<file path="src/inc/uie_pkg.sv">
// Shared constants and carrier types for the interrupt-mask and enhanced register block.
// Assumes one UART channel behind a 3-bit parallel register address.
package uie_pkg;

  // ==========================================================================
  // Sizes
  localparam int unsigned FIFO_DEPTH = 16;
  localparam int unsigned CHAR_W     = 8;

  // ==========================================================================
  // Register addresses, normal bank
  localparam logic [2:0] A_DATA  = 3'h0;
  localparam logic [2:0] A_IMASK = 3'h1;
  localparam logic [2:0] A_ISR   = 3'h2;
  localparam logic [2:0] A_LCR   = 3'h3;
  localparam logic [2:0] A_LSR   = 3'h5;
  localparam logic [2:0] A_MSR   = 3'h6;
  // Enhanced bank
  localparam logic [2:0] A_EFR   = 3'h2;
  localparam logic [2:0] A_RES1  = 3'h4;
  localparam logic [2:0] A_RES2  = 3'h5;
  localparam logic [2:0] A_PAU1  = 3'h6;
  localparam logic [2:0] A_PAU2  = 3'h7;

  // ==========================================================================
  // Keys, reset values and field positions
  localparam logic [7:0] LCR_ENH_KEY = 8'hBF;
  localparam logic [7:0] REG_RST     = 8'h00;
  localparam int LCR_BANK  = 7;
  localparam int EFR_ENH   = 4;
  localparam int EFR_RXFC0 = 0;
  localparam int EFR_RXFC1 = 1;
  localparam int FCR_EN    = 0;
  localparam int FCR_RXRST = 1;
  localparam int FCR_TXRST = 2;
  localparam int FCR_TXT   = 4;
  localparam int FCR_RXT   = 6;
  localparam int IM_RX     = 0;
  localparam int IM_TX     = 1;
  localparam int IM_LS     = 2;
  localparam int IM_MS     = 3;
  localparam int IM_SLEEP  = 4;
  localparam int IM_XOFF   = 5;
  localparam int IM_RTS    = 6;
  localparam int IM_CTS    = 7;

  // ==========================================================================
  // Trigger levels and interrupt source codes
  localparam logic [4:0] TRIG_L0 = 5'h01;
  localparam logic [4:0] TRIG_L1 = 5'h04;
  localparam logic [4:0] TRIG_L2 = 5'h08;
  localparam logic [4:0] TRIG_L3 = 5'h0E;
  localparam logic [5:0] ISR_LS   = 6'h06;
  localparam logic [5:0] ISR_RX   = 6'h04;
  localparam logic [5:0] ISR_TX   = 6'h02;
  localparam logic [5:0] ISR_MS   = 6'h00;
  localparam logic [5:0] ISR_XOFF = 6'h10;
  localparam logic [5:0] ISR_FLOW = 6'h20;
  localparam logic [5:0] ISR_NONE = 6'h01;

  // ==========================================================================
  // Carriers
  typedef struct packed {
    logic              brk;
    logic              frm;
    logic              par;
    logic [CHAR_W-1:0] data;
  } uie_rx_word_t;

  typedef struct packed {
    logic [CHAR_W-1:0] pause2;
    logic [CHAR_W-1:0] pause1;
    logic [CHAR_W-1:0] resume2;
    logic [CHAR_W-1:0] resume1;
  } uie_flow_chars_t;

endpackage

</file>
<file path="src/uie_fifo.sv">
// Flip-flop FIFO with valid/ready on both sides and a synchronous flush.
// Assumes a power-of-two depth so the pointers wrap by themselves.
`timescale 1ns/1ps
module uie_fifo #(
  parameter int unsigned WIDTH = 11,
  parameter int unsigned DEPTH = 16,
  localparam int unsigned CW   = $clog2(DEPTH + 1),
  localparam int unsigned AW   = $clog2(DEPTH)
) (
  input  wire logic             i_clk,
  input  wire logic             i_arst_n,
  input  wire logic             i_flush,
  input  wire logic             i_valid,
  output logic                  o_ready,
  input  wire logic [WIDTH-1:0] i_data,
  output logic                  o_valid,
  input  wire logic             i_ready,
  output logic      [WIDTH-1:0] o_data,
  output logic      [CW-1:0]    o_count
);
  if (DEPTH < 2 || (DEPTH & (DEPTH - 1)) != 0) begin : g_bad_depth
    $error("uie_fifo: DEPTH must be a power of two of at least 2");
  end

  logic [WIDTH-1:0] mem_q [DEPTH];
  logic [AW-1:0]    wr_q;
  logic [AW-1:0]    rd_q;
  logic [CW-1:0]    cnt_q;

  wire push = i_valid & o_ready & ~i_flush;
  wire pop  = o_valid & i_ready & ~i_flush;

  assign o_ready = (cnt_q != CW'(DEPTH));
  assign o_valid = (cnt_q != '0);
  assign o_data  = mem_q[rd_q];
  assign o_count = cnt_q;

  always_ff @(posedge i_clk) begin
    if (push) begin
      mem_q[wr_q] <= i_data;
    end
  end

  always_ff @(posedge i_clk or negedge i_arst_n) begin
    if (!i_arst_n) begin
      wr_q  <= '0;
      rd_q  <= '0;
      cnt_q <= '0;
    end else if (i_flush) begin
      wr_q  <= '0;
      rd_q  <= '0;
      cnt_q <= '0;
    end else begin
      wr_q  <= wr_q + AW'(push);
      rd_q  <= rd_q + AW'(pop);
      cnt_q <= cnt_q + CW'(push) - CW'(pop);
    end
  end
endmodule // uie_fifo

</file>
<file path="src/uie_sync.sv">
// Two-stage synchroniser for levels arriving from pins.
// Assumes the destination runs on i_clk.
`timescale 1ns/1ps
module uie_sync #(
  parameter int unsigned WIDTH = 1
) (
  input  wire logic             i_clk,
  input  wire logic             i_arst_n,
  input  wire logic [WIDTH-1:0] i_d,
  output logic      [WIDTH-1:0] o_q
);
  logic [WIDTH-1:0] meta_q;

  always_ff @(posedge i_clk or negedge i_arst_n) begin
    if (!i_arst_n) begin
      meta_q <= '0;
      o_q    <= '0;
    end else begin
      meta_q <= i_d;
      o_q    <= meta_q;
    end
  end
endmodule // uie_sync

</file>
<file path="src/uie_top.sv">
// Interrupt mask, enhanced feature and flow-character registers of one UART channel,
// with receive FIFO, line status and interrupt source reporting.
// Assumes bus strobes are synchronous one-cycle pulses on i_clk; CTS# comes from a pin.
`timescale 1ns/1ps

// Operation
// - Enhanced mask bits 4-7 take effect only while enhanced-feature bit 4 is set.
// - Interrupt mask gates rx, tx, line and modem sources; status reports them.
// - FIFO mode: rx interrupt while fill is at or above trigger level.
// - Status source shows rx trigger and drops with fill below trigger.
// - Data-ready line bit set on each stored char, cleared when FIFO empty.
// - FIFOs on with mask bits 0-3 clear means polled mode via line status.
// - Line status bit 1 flags receive overrun.
// - Line status bits 2-4 show errors of the head character.
// - Bit 5 means holding empty; bit 6 means FIFO and shifter empty.
// - Bit 7 set while any stored character carries an error.
// - Mask bit 0 enables rx data interrupt; resets to zero.
// - Mask bit 1 enables transmit ready interrupt; resets to zero.
// - Enabling mask bit 1 with holding empty raises transmit ready at once.
// - Mask bit 2 enables line interrupt from line status bits 1-4.
// - Overrun interrupts on arrival; other errors when read out.
// - Mask bit 3 gates modem interrupt; resets to zero.
// - Mask bit 4 allows sleep; writable only in enhanced mode.
// - Mask bit 5 gates received pause interrupt; enhanced only.
// - Mask bit 6 interrupts on own RTS# rising; enhanced only.
// - Mask bit 7 interrupts on CTS# rising; enhanced only.
// - Status read or holding write clears pending transmit ready.
// - Line status read clears pending line interrupt.
module uie_top #(
  parameter int unsigned DEPTH = uie_pkg::FIFO_DEPTH,
  localparam int unsigned CW   = $clog2(DEPTH + 1)
) (
  input  wire logic                     i_clk,
  input  wire logic                     i_arst_n,
  input  wire logic                     i_cs,
  input  wire logic                     i_rd,
  input  wire logic                     i_wr,
  input  wire logic [2:0]               i_addr,
  input  wire logic [7:0]               i_wdata,
  output logic      [7:0]               o_rdata,
  input  wire logic                     i_rx_valid,
  input  wire uie_pkg::uie_rx_word_t    i_rx_word,
  output logic                          o_rx_ready,
  input  wire logic                     i_tx_pop,
  input  wire logic                     i_tsr_empty,
  output logic                          o_tx_valid,
  output logic      [7:0]               o_tx_data,
  input  wire logic                     i_rts_n,
  input  wire logic                     i_cts_n,
  input  wire logic [7:0]               i_msr_data,
  input  wire logic                     i_msr_int,
  output logic                          o_irq,
  output logic                          o_enh_en,
  output logic                          o_sleep_en,
  output logic                          o_fifo_en,
  output logic                          o_polled,
  output logic                          o_tx_paused,
  output uie_pkg::uie_flow_chars_t      o_flow_chars
);
  import uie_pkg::*;

  if (DEPTH < 16 || (DEPTH & (DEPTH - 1)) != 0) begin : g_bad_depth
    $error("uie_top: DEPTH must be a power of two of at least 16");
  end

  // ==========================================================================
  // Functions
  function automatic logic hit(input logic [2:0] a, input logic [2:0] r, input logic bank);
    hit = bank & (a == r);
  endfunction

  function automatic logic [CW-1:0] trig(input logic [1:0] sel);
    trig = (sel == 2'h0) ? CW'(TRIG_L0) : (sel == 2'h1) ? CW'(TRIG_L1) :
           (sel == 2'h2) ? CW'(TRIG_L2) : CW'(TRIG_L3);
  endfunction

  function automatic logic [5:0] code(input logic ls, input logic rx, input logic tx,
                                      input logic ms, input logic xo, input logic fl);
    code = ls ? ISR_LS : rx ? ISR_RX : tx ? ISR_TX : ms ? ISR_MS :
           xo ? ISR_XOFF : fl ? ISR_FLOW : ISR_NONE;
  endfunction

  // ==========================================================================
  // State
  logic [7:0]    lcr_q, imask_q, efr_q, res1_q, res2_q, pau1_q, pau2_q;
  logic          fifo_en_q;
  logic [1:0]    rxt_q, txt_q;
  logic [CW-1:0] tx_cnt_q, err_cnt_q;
  logic          ovr_q, lsp_q, txp_q, xop_q, flp_q, txc_q, rts_n_q, cts_p_q;
  logic          cts_s;
  uie_rx_word_t  rx_head;
  logic          rx_out_valid, rx_rdy_unused;
  logic [CW-1:0] rx_cnt;

  // ==========================================================================
  // Address decode
  wire acc_rd  = i_cs & i_rd;
  wire acc_wr  = i_cs & i_wr;
  wire enh_map = (lcr_q == LCR_ENH_KEY);
  wire norm    = ~lcr_q[LCR_BANK];
  wire enh     = efr_q[EFR_ENH];
  wire wr_lcr  = acc_wr & (i_addr == A_LCR);
  wire wr_thr  = acc_wr & hit(i_addr, A_DATA, norm);
  wire rd_rhr  = acc_rd & hit(i_addr, A_DATA, norm);
  wire wr_im   = acc_wr & hit(i_addr, A_IMASK, norm);
  wire rd_isr  = acc_rd & hit(i_addr, A_ISR, norm);
  wire wr_fcr  = acc_wr & hit(i_addr, A_ISR, norm);
  wire rd_lsr  = acc_rd & hit(i_addr, A_LSR, norm);
  wire rd_msr  = acc_rd & hit(i_addr, A_MSR, norm);
  wire wr_efr  = acc_wr & hit(i_addr, A_EFR, enh_map);
  wire wr_res1 = acc_wr & hit(i_addr, A_RES1, enh_map);
  wire wr_res2 = acc_wr & hit(i_addr, A_RES2, enh_map);
  wire wr_pau1 = acc_wr & hit(i_addr, A_PAU1, enh_map);
  wire wr_pau2 = acc_wr & hit(i_addr, A_PAU2, enh_map);

  // ==========================================================================
  // Control registers
  // upper mask bits written only in enhanced mode
  wire [7:0] imask_d = enh ? i_wdata : {imask_q[7:4], i_wdata[3:0]};
  wire       fcr_go  = wr_fcr & i_wdata[FCR_EN];
  wire       rx_fl   = (fcr_go & i_wdata[FCR_RXRST]) | (wr_fcr & (i_wdata[FCR_EN] != fifo_en_q));
  wire       tx_fl   = (fcr_go & i_wdata[FCR_TXRST]) | (wr_fcr & (i_wdata[FCR_EN] != fifo_en_q));

  always_ff @(posedge i_clk or negedge i_arst_n) begin
    if (!i_arst_n) begin
      lcr_q     <= REG_RST;
      imask_q   <= REG_RST;
      efr_q     <= REG_RST;
      fifo_en_q <= 1'b0;
      rxt_q     <= 2'h0;
      txt_q     <= 2'h0;
    end else begin
      if (wr_lcr) lcr_q <= i_wdata;
      if (wr_im) imask_q <= imask_d;
      if (wr_efr) efr_q <= i_wdata;
      if (wr_fcr) fifo_en_q <= i_wdata[FCR_EN];
      if (fcr_go) rxt_q <= i_wdata[FCR_RXT+1:FCR_RXT];
      // transmit trigger select needs enhanced mode
      if (fcr_go && enh) txt_q <= i_wdata[FCR_TXT+1:FCR_TXT];
    end
  end

  always_ff @(posedge i_clk or negedge i_arst_n) begin
    if (!i_arst_n) begin
      res1_q <= REG_RST;
      res2_q <= REG_RST;
      pau1_q <= REG_RST;
      pau2_q <= REG_RST;
    end else begin
      if (wr_res1) res1_q <= i_wdata;
      if (wr_res2) res2_q <= i_wdata;
      if (wr_pau1) pau1_q <= i_wdata;
      if (wr_pau2) pau2_q <= i_wdata;
    end
  end

  // ==========================================================================
  // Receive FIFO
  wire [CW-1:0] rx_lim    = fifo_en_q ? CW'(DEPTH) : CW'(1);
  wire          rx_push   = i_rx_valid & o_rx_ready;
  wire          rx_pop    = rd_rhr & rx_out_valid;
  wire          ovr_evt   = i_rx_valid & ~o_rx_ready;
  wire          push_err  = rx_push & (i_rx_word.brk | i_rx_word.frm | i_rx_word.par);
  wire          pop_err   = rx_pop & (rx_head.brk | rx_head.frm | rx_head.par);
  wire [CW-1:0] rx_cnt_nx = rx_fl ? '0 : rx_cnt + CW'(rx_push) - CW'(rx_pop);

  uie_fifo #(
    .WIDTH ($bits(uie_rx_word_t)),
    .DEPTH (DEPTH)
  ) u_rx_fifo (
    .i_clk    (i_clk),
    .i_arst_n (i_arst_n),
    .i_flush  (rx_fl),
    .i_valid  (rx_push),
    .o_ready  (rx_rdy_unused),
    .i_data   (i_rx_word),
    .o_valid  (rx_out_valid),
    .i_ready  (rd_rhr),
    .o_data   (rx_head),
    .o_count  (rx_cnt)
  );

  // ==========================================================================
  // Transmit holding count
  wire [CW-1:0] tx_lim     = fifo_en_q ? CW'(DEPTH) : CW'(1);
  wire          tx_take    = wr_thr & (tx_cnt_q < tx_lim);
  wire          tx_dec     = i_tx_pop & (tx_cnt_q != '0);
  wire          thr_empty  = (tx_cnt_q == '0);
  wire          tx_cond    = fifo_en_q ? (tx_cnt_q < trig(txt_q)) : thr_empty;
  // immediate event on enabling with holding empty
  wire          tx_arm     = wr_im & i_wdata[IM_TX] & ~imask_q[IM_TX] & thr_empty;
  wire          tx_set     = (tx_cond & ~txc_q) | tx_arm;

  always_ff @(posedge i_clk or negedge i_arst_n) begin
    if (!i_arst_n) begin
      tx_cnt_q   <= '0;
      o_tx_valid <= 1'b0;
      o_tx_data  <= REG_RST;
    end else begin
      tx_cnt_q   <= tx_fl ? '0 : tx_cnt_q + CW'(tx_take) - CW'(tx_dec);
      o_tx_valid <= tx_take;
      o_tx_data  <= i_wdata;
    end
  end

  // ==========================================================================
  // Line status
  // line status byte
  wire [7:0] lsr_val = {(err_cnt_q != '0), thr_empty & i_tsr_empty, thr_empty,
                        rx_out_valid & rx_head.brk, rx_out_valid & rx_head.frm,
                        rx_out_valid & rx_head.par, ovr_q, rx_out_valid};
  // overrun at once, other errors on read-out
  wire       ls_set  = ovr_evt | pop_err;
  wire       fc_rx   = efr_q[EFR_RXFC0] | efr_q[EFR_RXFC1];
  wire       xo_hit  = rx_push & fc_rx & ((i_rx_word.data == pau1_q) | (i_rx_word.data == pau2_q));
  wire       xn_hit  = rx_push & fc_rx & ((i_rx_word.data == res1_q) | (i_rx_word.data == res2_q));
  wire       rts_up  = i_rts_n & ~rts_n_q;
  wire       cts_up  = ~cts_s & cts_p_q;
  wire       en_xo   = imask_q[IM_XOFF] & enh;
  wire       en_rts  = imask_q[IM_RTS] & enh;
  wire       en_cts  = imask_q[IM_CTS] & enh;
  wire       fl_set  = (rts_up & en_rts) | (cts_up & en_cts);

  uie_sync #(
    .WIDTH (1)
  ) u_cts_sync (
    .i_clk    (i_clk),
    .i_arst_n (i_arst_n),
    .i_d      (~i_cts_n),
    .o_q      (cts_s)
  );

  // sticky flags, set wins over clear
  always_ff @(posedge i_clk or negedge i_arst_n) begin
    if (!i_arst_n) begin
      ovr_q     <= 1'b0;
      lsp_q     <= 1'b0;
      txp_q     <= 1'b0;
      xop_q     <= 1'b0;
      flp_q     <= 1'b0;
      txc_q     <= 1'b1;
      rts_n_q   <= 1'b1;
      cts_p_q   <= 1'b0;
      err_cnt_q <= '0;
    end else begin
      ovr_q     <= ovr_evt | (ovr_q & ~rd_lsr);
      lsp_q     <= ls_set | (lsp_q & ~rd_lsr);
      txp_q     <= tx_set | (txp_q & ~(rd_isr | wr_thr));
      xop_q     <= xo_hit | (xop_q & ~(rd_isr | xn_hit));
      flp_q     <= fl_set | (flp_q & ~rd_msr);
      txc_q     <= tx_cond;
      rts_n_q   <= i_rts_n;
      cts_p_q   <= cts_s;
      err_cnt_q <= rx_fl ? '0 : err_cnt_q + CW'(push_err) - CW'(pop_err);
    end
  end

  // ==========================================================================
  // Interrupt sources and status
  // mask gating
  wire       s_ls    = imask_q[IM_LS] & lsp_q;
  wire       s_rx    = imask_q[IM_RX] & (fifo_en_q ? (rx_cnt >= trig(rxt_q)) : rx_out_valid);
  wire       s_tx    = imask_q[IM_TX] & txp_q;
  wire       s_ms    = imask_q[IM_MS] & i_msr_int;
  wire       s_xo    = en_xo & xop_q;
  wire       s_fl    = (en_rts | en_cts) & flp_q;
  wire [7:0] isr_val = {fifo_en_q, fifo_en_q, code(s_ls, s_rx, s_tx, s_ms, s_xo, s_fl)};

  // ==========================================================================
  // Read data select
  wire [7:0] enh_rd  = (i_addr == A_EFR)  ? efr_q  : (i_addr == A_RES1) ? res1_q :
                       (i_addr == A_RES2) ? res2_q : (i_addr == A_PAU1) ? pau1_q :
                       (i_addr == A_PAU2) ? pau2_q : lcr_q;
  wire [7:0] norm_rd = (i_addr == A_DATA)  ? rx_head.data : (i_addr == A_IMASK) ? imask_q :
                       (i_addr == A_ISR)   ? isr_val      : (i_addr == A_LCR)   ? lcr_q :
                       (i_addr == A_LSR)   ? lsr_val      : (i_addr == A_MSR)   ? i_msr_data : REG_RST;
  wire [7:0] rd_mux  = enh_map ? enh_rd : norm ? norm_rd : ((i_addr == A_LCR) ? lcr_q : REG_RST);

  // ==========================================================================
  // Registered outputs
  always_ff @(posedge i_clk or negedge i_arst_n) begin
    if (!i_arst_n) begin
      o_rdata      <= REG_RST;
      o_rx_ready   <= 1'b1;
      o_irq        <= 1'b0;
      o_enh_en     <= 1'b0;
      o_sleep_en   <= 1'b0;
      o_fifo_en    <= 1'b0;
      o_polled     <= 1'b0;
      o_tx_paused  <= 1'b0;
      o_flow_chars <= '0;
    end else begin
      if (acc_rd) o_rdata <= rd_mux;
      o_rx_ready   <= (rx_cnt_nx < rx_lim);
      o_irq        <= s_ls | s_rx | s_tx | s_ms | s_xo | s_fl;
      o_enh_en     <= enh;
      // sleep allowed only with enhanced mask bit
      o_sleep_en   <= imask_q[IM_SLEEP] & enh;
      o_fifo_en    <= fifo_en_q;
      o_polled     <= fifo_en_q & (imask_q[3:0] == 4'h0);
      o_tx_paused  <= xo_hit | (o_tx_paused & ~xn_hit);
      o_flow_chars <= '{pause2: pau2_q, pause1: pau1_q, resume2: res2_q, resume1: res1_q};
    end
  end
endmodule // uie_top

</file>
<file path="config.mk">
export PLATFORM = sky130hd
export DESIGN_NAME = uie_top
export DESIGN_NICKNAME = d
export VERILOG_FILES = /design/src/inc/uie_pkg.sv /design/src/uie_fifo.sv /design/src/uie_sync.sv /design/src/uie_top.sv
export SDC_FILE = /design/constraint.sdc
export NUM_CORES = 1
export LEC_CHECK = 0
export BUFFER_PORTS_ARGS = -buffer_cell sky130_fd_sc_hd__buf_2
export CORE_MARGIN = 1.5
export CORE_UTILIZATION = 50
export DETAILED_ROUTE_END_ITERATION = 8
export HOLD_SLACK_MARGIN = 0.1
export PLACE_DENSITY = 0.74
export SLEW_MARGIN = 20
export SYNTH_ARGS = -nofsm -noshare
export SYNTH_HDL_FRONTEND = slang
export SYNTH_SLANG_ARGS = --single-unit
</file>
<file path="constraint.sdc">
create_clock -name i_clk -period 4 [get_ports i_clk]
set_input_delay 0 -clock i_clk [delete_from_list [all_inputs] [get_ports i_clk]]
set_output_delay 0 -clock i_clk [all_outputs]
set_load 0.02 [all_outputs]
</file>
* Word level (Yosys, flattened, before mapping)
Memories as Yosys holds them, arrays and structs flattened.
Index checks and enable logic that the tools add are counted.
** Cells by class
- Mux-type cells :: 37
- Reductions and logical operators :: 10
- Eq/ne operators :: 18
- $add $sub $neg :: 10
- Bitwise operators :: 110
- Order comparisons :: 4
** Operator list (number)
- 8-bit 2-to-1 mux :: 14
- 1-bit AND :: 71
- 6-bit 2-to-1 mux :: 6
- 8-bit == test :: 4
- 1-bit bitwise OR :: 26
- 5-bit 2-to-1 mux :: 5
- 4-bit 2-to-1 mux :: 6
- 5-bit by 1-bit adder with 5-bit output :: 4
- 5-bit by 1-bit subtractor with 5-bit output :: 4
- 5-bit nonzero test :: 3
- 1-bit inverter :: 13
- 3-bit == test, second input constant :: 4
- 5-bit less-than comparator :: 2
- 4-bit by 1-bit adder with 4-bit output :: 2
- 8-bit == test, second input constant :: 1
- 3-bit by 2-bit == test with 1-bit output, second input constant :: 2
- 3-bit 2-to-1 mux :: 2
- 5-bit by 4-bit greater-or-equal comparator with 1-bit output :: 1
- 5-bit logical NOT :: 1
- 5-bit by 4-bit less-than comparator with 1-bit output :: 1
- 5-bit != test, second input constant :: 1
- 2-bit by 1-bit == test with 1-bit output, second input constant :: 2
- 2-bit == test, second input constant :: 2
- 2-bit logical NOT :: 2
- other kinds (7) :: 10
** Word-level totals
- Memories kept :: 1
- RAM bits :: 176
- Input bits :: 41
- Register bits :: 150
- Word-level logic and storage cells :: 230
- Output and inout port bits :: 56
** Memories
- u_rx_fifo.mem_q :: depth 16, width 11, rd ports 1, clocked after memory_dff 0, wr ports 1, RTL line uie_fifo.sv:25 : logic [WIDTH-1:0] mem_q [DEPTH];

* Longest topological paths before layout
- Depth after elaboration :: 14
- Mapped depth :: 15

* By module
A second synthesis with hierarchy kept.
** Unflattened totals
- Cell total of the unflattened synthesis :: 949
- Area total of the unflattened synthesis :: 14383.8 µm²
** By module, submodules not included
- uie_fifo :: seq. area each 5610.4 µm², cells each 363, area each 7502.2 µm², instances 1
- uie_top :: seq. area each 3382.0 µm², cells each 584, area each 6831.6 µm², instances 1
- uie_sync :: seq. area each 50.0 µm², cells each 2, area each 50.0 µm², instances 1

* Worst setup path before layout
OpenSTA, ideal clock, no wires.
- Kind :: reg2reg
- From :: register u_rx_fifo.rd_q[0]
- To :: register err_cnt_q[4]
- Data required time :: 3.923 ns
- Stages on the path, launching flop included :: 15
- Path buffers :: 2
- Data arrival time :: 3.150 ns
- Setup time :: 0.077 ns
- Path slack :: 0.773 ns
- Cells stage by stage :: dfrtp_1 buf_6 buf_8 mux4_2 nor4_1 o211ai_1 and3_1 ha_1 inv_1 ha_1 fa_1 a21oi_1 nor2_1 or3_1 a21oi_1
** On the way
- Longest elaborated chain between the ends :: 6
** RTL lines
- from (decl) :: RTL line uie_fifo.sv:27 : logic [AW-1:0] rd_q;
- from (signal assigned) :: RTL line uie_fifo.sv:55 : rd_q <= rd_q + AW'(pop);
- memory read 16 x 11 bit *
- 1-bit bitwise OR :: RTL line uie_top.sv:164 : wire pop_err = rx_pop & (rx_head.brk | rx_head.frm | rx_head.par);
- 1-bit bitwise OR * :: RTL line uie_top.sv:164
- 1-bit AND * :: RTL line uie_top.sv:164
- 5-bit by 1-bit subtractor with 5-bit output * :: RTL line uie_top.sv:254 : err_cnt_q <= rx_fl ? '0 : err_cnt_q + CW'(push_err) - CW'(pop_err);
- 5-bit 2-to-1 mux * :: RTL line uie_top.sv:254
- to (signal assigned) :: RTL line uie_top.sv:254
- to (decl) :: RTL line uie_top.sv:88 : logic [CW-1:0] tx_cnt_q, err_cnt_q;
Mark *: on every way between the ends. The rest lies on a longest branch, timed or not.
A chain may end at the register's enable or synchronous reset.

* Worst setup path after layout
Ends and elaborated chain as after synthesis.

==> flow_metrics.py <==
metrics = {
    "floorplanning": {
        "fp.dieW_um": 173,
        "core_region_area_um2": 28500,
        "num_rows": 62,
        "pin_count": 97,
        "die_area_um2": 29900,
        "chipHeight_um": 173,
        "initial_core_util": 0.506,
    },
    "sta": {
        "tightestPinTransition_ns": 0.965,
        "final.hold.worst_slack_ns": 0.0989,
        "slew_viol_final": 0,
        "fin_crit_sh": 0.903,
        "finClkSkew_ns": 0.0210,
        "final_period_minus_worst_setup_slack_ns": 3.61,
        "slew_headroom": 0.351,
        "fmax_ghz": 0.277,
        "finalSetupViolCount": 0,
        "grt_setup_unrepaired": "no",
        "endpoints_failing_hold": 0,
        "fin_setup_tns_ns": 0,
    },
    "synthesis": {
        "synth_cell_types": 70,
        "synth_nets": 1099,
        "asyncSetResetFlopFracSynth": 0.460,
        "synth_enable_flop_cells": 176,
        "yosysWarnings": 0,
        "synth_sequential_area_ratio": 0.626,
        "netlist_area_um2": 14500,
        "syn_area_per_cell_um2": 14.2,
        "synthCells": 1018,
        "most_used_flip_flop_cell_after_synthesis": "sky130_fd_sc_hd__edfxtp_1",
        "postSynthRegisterBits": 326,
    },
    "worst_setup_path": {
        "worstRegToRegCells": 12,
        "required_ns": 4.44,
        "timing.critical_path.arrival_ns": 4.05,
        "path_max_fanout": 14,
        "rrSetupSlack_ns": 0.39,
        "worst_r2r_endpoint": "err_cnt_q[4]$_DFF_PN0_",
        "timing.setup.critical_path_class": "reg2reg",
        "critPathLaunchType": "flop",
        "endpoint_kind": "flop",
        "r2r_start": "u_rx_fifo.rd_q[0]$_DFF_PN0_",
    },
    "global_routing": {
        "track_usage": 0.231,
        "grt_max_degree": 83,
        "vias_in_the_first_global_route": 9250,
        "antenna_found_initial": 0,
        "grt_pass1_wl_um": 53500,
        "globalRoute.totalOverflow": 0,
    },
    "power": {
        "powerDensity_nw_per_um2": 586,
        "power_leakage_nw": 6.89,
        "power.ir.vdd_worst_uv": 447,
    },
    "cells_and_area": {
        "final_cells": 1570,
        "multiInputGateArea_um2": 5000,
        "area.growth.synth_to_final_pct": 17.5,
        "design.final.nets": 1241,
        "antennaDiodeCount": 0,
        "proportion_of_layout_cells_with_a_drive_suffix_above_1": 0.251,
        "layout.area.seq_um2": 9040,
        "fillCellCount": 2218,
    },
    "cts": {
        "tritoncts": "built",
        "clock_insertion_delay_worst_skew_ns": 0.52,
        "post_cts.resized_instances": 0,
        "postCtsSetupRepairBufs": 0,
        "clk_pin_slew_worst_paths_ns": 0.06,
        "clkSinkCount": 326,
        "ctsRootBufferMaster": "sky130_fd_sc_hd__clkbuf_16",
        "clockBufferDepth": 3,
        "cts_made_buffers": 35,
        "cts_hold_buffers": 36,
        "htree_num_levels": 2,
    },
    "status": {
        "status": "finished, final reports clean",
    },
    "place": {
        "post-place-cells": 1471,
        "placement.io_buffers": 96,
        "place.gp.congestion": 0.909,
        "detailed_place_hpwl_um": 23300,
    },
    "detailed_routing": {
        "drt_pass1_iterations": 5,
        "route.detailed.vias_per_inst": 5.85,
        "num_vias": 9187,
        "wl_um": 34300,
        "antenna_violating_nets_post_route": 0,
        "detail_route.iter0.violations": 766,
        "drc_errors": 0,
        "post_drt_wl_per_cell_um": 21.9,
    },
    "worst_hold_path": {
        "worst_hold_path_type": "in2async",
    },
    "run": {
        "drv.max_cap_violation_count": 0,
    },
}
through the flow:
step / cell area (um^2) / total power, W / setup slack (ns) / utilization
after floorplan: 14500 / 0.00590 / 0.773 / -
after global placement: 15400 / 0.00643 / 0.492 / 0.538
after detailed placement: 15400 / 0.00650 / 0.407 / 0.538
after CTS: 17000 / 0.0100 / 0.373 / 0.595
after global routing: 17000 / 0.0104 / 0.137 / 0.595
final: 17000 / 0.00995 / 0.389 / 0.595
cell usage after synthesis (6+ instances only):
cell type | instances | area, um^2
sky130_fd_sc_hd__edfxtp_1 | 176 | 5290
sky130_fd_sc_hd__dfrtp_1 | 147 | 3680
sky130_fd_sc_hd__nand2_1 | 72 | 270
sky130_fd_sc_hd__nor2_1 | 64 | 240
sky130_fd_sc_hd__mux2_2 | 60 | 676
sky130_fd_sc_hd__mux4_2 | 45 | 1010
sky130_fd_sc_hd__xnor2_1 | 40 | 350
sky130_fd_sc_hd__a21oi_1 | 38 | 190
sky130_fd_sc_hd__ha_1 | 36 | 450
sky130_fd_sc_hd__inv_1 | 36 | 135
sky130_fd_sc_hd__o21ai_0 | 29 | 145
sky130_fd_sc_hd__clkbuf_1 | 27 | 101
sky130_fd_sc_hd__nand3_1 | 18 | 90.1
sky130_fd_sc_hd__nor2b_1 | 16 | 100
sky130_fd_sc_hd__buf_2 | 13 | 65.1
sky130_fd_sc_hd__mux2i_1 | 13 | 130
sky130_fd_sc_hd__nand4_1 | 12 | 75.1
sky130_fd_sc_hd__nor3_1 | 12 | 60.1
sky130_fd_sc_hd__a22oi_1 | 10 | 75.1
sky130_fd_sc_hd__o211ai_1 | 8 | 60.1
sky130_fd_sc_hd__xor2_1 | 8 | 70.1
sky130_fd_sc_hd__a211oi_1 | 7 | 52.6
sky130_fd_sc_hd__a31oi_1 | 7 | 43.8
sky130_fd_sc_hd__buf_1 | 7 | 26.3
sky130_fd_sc_hd__o22ai_1 | 7 | 43.8
sky130_fd_sc_hd__a21o_1 | 6 | 45.0
sky130_fd_sc_hd__and2_1 | 6 | 37.5
sky130_fd_sc_hd__and3_1 | 6 | 37.5
sky130_fd_sc_hd__nand3b_1 | 6 | 45.0
cells in the final DEF (no fill, tap or decap), types with 8 or more instances in the layout:
cell type,Yosys,final
sky130_fd_sc_hd__a21oi_1,38,38
sky130_fd_sc_hd__a22oi_1,10,10
sky130_fd_sc_hd__buf_2,13,95
sky130_fd_sc_hd__buf_4,3,28
sky130_fd_sc_hd__clkbuf_16,0,37
sky130_fd_sc_hd__dfrtp_1,147,145
sky130_fd_sc_hd__dlygate4sd3_1,0,36
sky130_fd_sc_hd__edfxtp_1,176,176
sky130_fd_sc_hd__ha_1,36,36
sky130_fd_sc_hd__inv_1,36,36
sky130_fd_sc_hd__mux2_2,60,60
sky130_fd_sc_hd__mux2i_1,13,13
sky130_fd_sc_hd__mux4_2,45,45
sky130_fd_sc_hd__nand2_1,72,72
sky130_fd_sc_hd__nand3_1,18,18
sky130_fd_sc_hd__nand4_1,12,12
sky130_fd_sc_hd__nor2_1,64,64
sky130_fd_sc_hd__nor2b_1,16,16
sky130_fd_sc_hd__nor3_1,12,12
sky130_fd_sc_hd__o211ai_1,8,8
sky130_fd_sc_hd__o21ai_0,29,29
sky130_fd_sc_hd__xnor2_1,40,40
sky130_fd_sc_hd__xor2_1,8,8
cell type report:
type | instances | share of cell area
tap | 384 | 0.0283
multi-input combinational | 601 | 0.295
timing repair buffer | 160 | 0.0623
clock buffer | 48 | 0.0599
clock inverter | 15 | 0.0142
inverter | 36 | 0.00796
sequential | 326 | 0.533
logic make-up after synthesis:
logic type	synth area share
AO/OA/AOI/OAI	0.0711
XOR/XNOR	0.0291
adder cells (fa/ha/maj)	0.0367
buffers and inverters	0.0282
flip-flops	0.626
multiplexers	0.128
AND/OR/NAND/NOR	0.0814
worst max-delay path, cell delays in order (launching register included):
cell	delay, ns
sky130_fd_sc_hd__dfrtp_2	0.64
sky130_fd_sc_hd__mux4_2	0.58
sky130_fd_sc_hd__nor4_1	0.27
sky130_fd_sc_hd__o211ai_1	0.14
sky130_fd_sc_hd__and3_1	0.24
sky130_fd_sc_hd__ha_1	0.28
sky130_fd_sc_hd__inv_1	0.04
sky130_fd_sc_hd__ha_1	0.19
sky130_fd_sc_hd__fa_1	0.41
sky130_fd_sc_hd__a21oi_1	0.17
sky130_fd_sc_hd__nor2_1	0.07
sky130_fd_sc_hd__or3_1	0.35
sky130_fd_sc_hd__a21oi_1	0.15
state kept, by name, summed over array words and instances (netlist names), 5 cells and up:
| name | cells |
|---|---|
| o_rdata | 8 |
| o_flow_chars | 32 |
| pau2_q | 8 |
| imask_q | 8 |
| efr_q | 8 |
| u_rx_fifo.o_count | 5 |
| res2_q | 8 |
| tx_cnt_q | 5 |
| o_tx_data | 8 |
| res1_q | 8 |
| lcr_q | 8 |
| u_rx_fifo.mem_q | 176 |
| pau1_q | 8 |
| err_cnt_q | 5 |
worst max-delay path by stage:
stage | start | end | slack, ns | cells after the start
4_1_cts | u_rx_fifo.rd_q[0]$_DFF_PN0_ | err_cnt_q[4]$_DFF_PN0_ | 0.37 | 12
2_1_floorplan | u_rx_fifo.rd_q[0]$_DFF_PN0_ | err_cnt_q[4]$_DFF_PN0_ | 0.77 | 14
6_report | u_rx_fifo.rd_q[0]$_DFF_PN0_ | err_cnt_q[4]$_DFF_PN0_ | 0.39 | 12
3_5_place_dp | u_rx_fifo.rd_q[0]$_DFF_PN0_ | err_cnt_q[4]$_DFF_PN0_ | 0.41 | 12
3_3_place_gp | u_rx_fifo.rd_q[0]$_DFF_PN0_ | err_cnt_q[4]$_DFF_PN0_ | 0.49 | 12
5_1_grt | lcr_q[7]$_DFFE_PN0P_ | tx_cnt_q[4]$_DFF_PN0_ | 0.14 | 12
power breakdown:
| part | total, W | switching, W | internal (W) | leakage [nW] |
|---|---|---|---|---|
| sequential | 0.00414 | 0.000311 | 0.00383 | 3.54 |
| combinational | 0.00233 | 0.00123 | 0.00110 | 2.74 |
| clock | 0.00348 | 0.00130 | 0.00218 | 0.618 |
| total | 0.00995 | 0.00284 | 0.00711 | 6.89 |
layer usage:
metal  global-route usage  routed length, um
met1                0.317              14400
met2                0.385              16700
met3               0.0391               2510
met4               0.0605                691
met5                    0                  0
No activity file was read; power rests on OpenSTA's default activity.
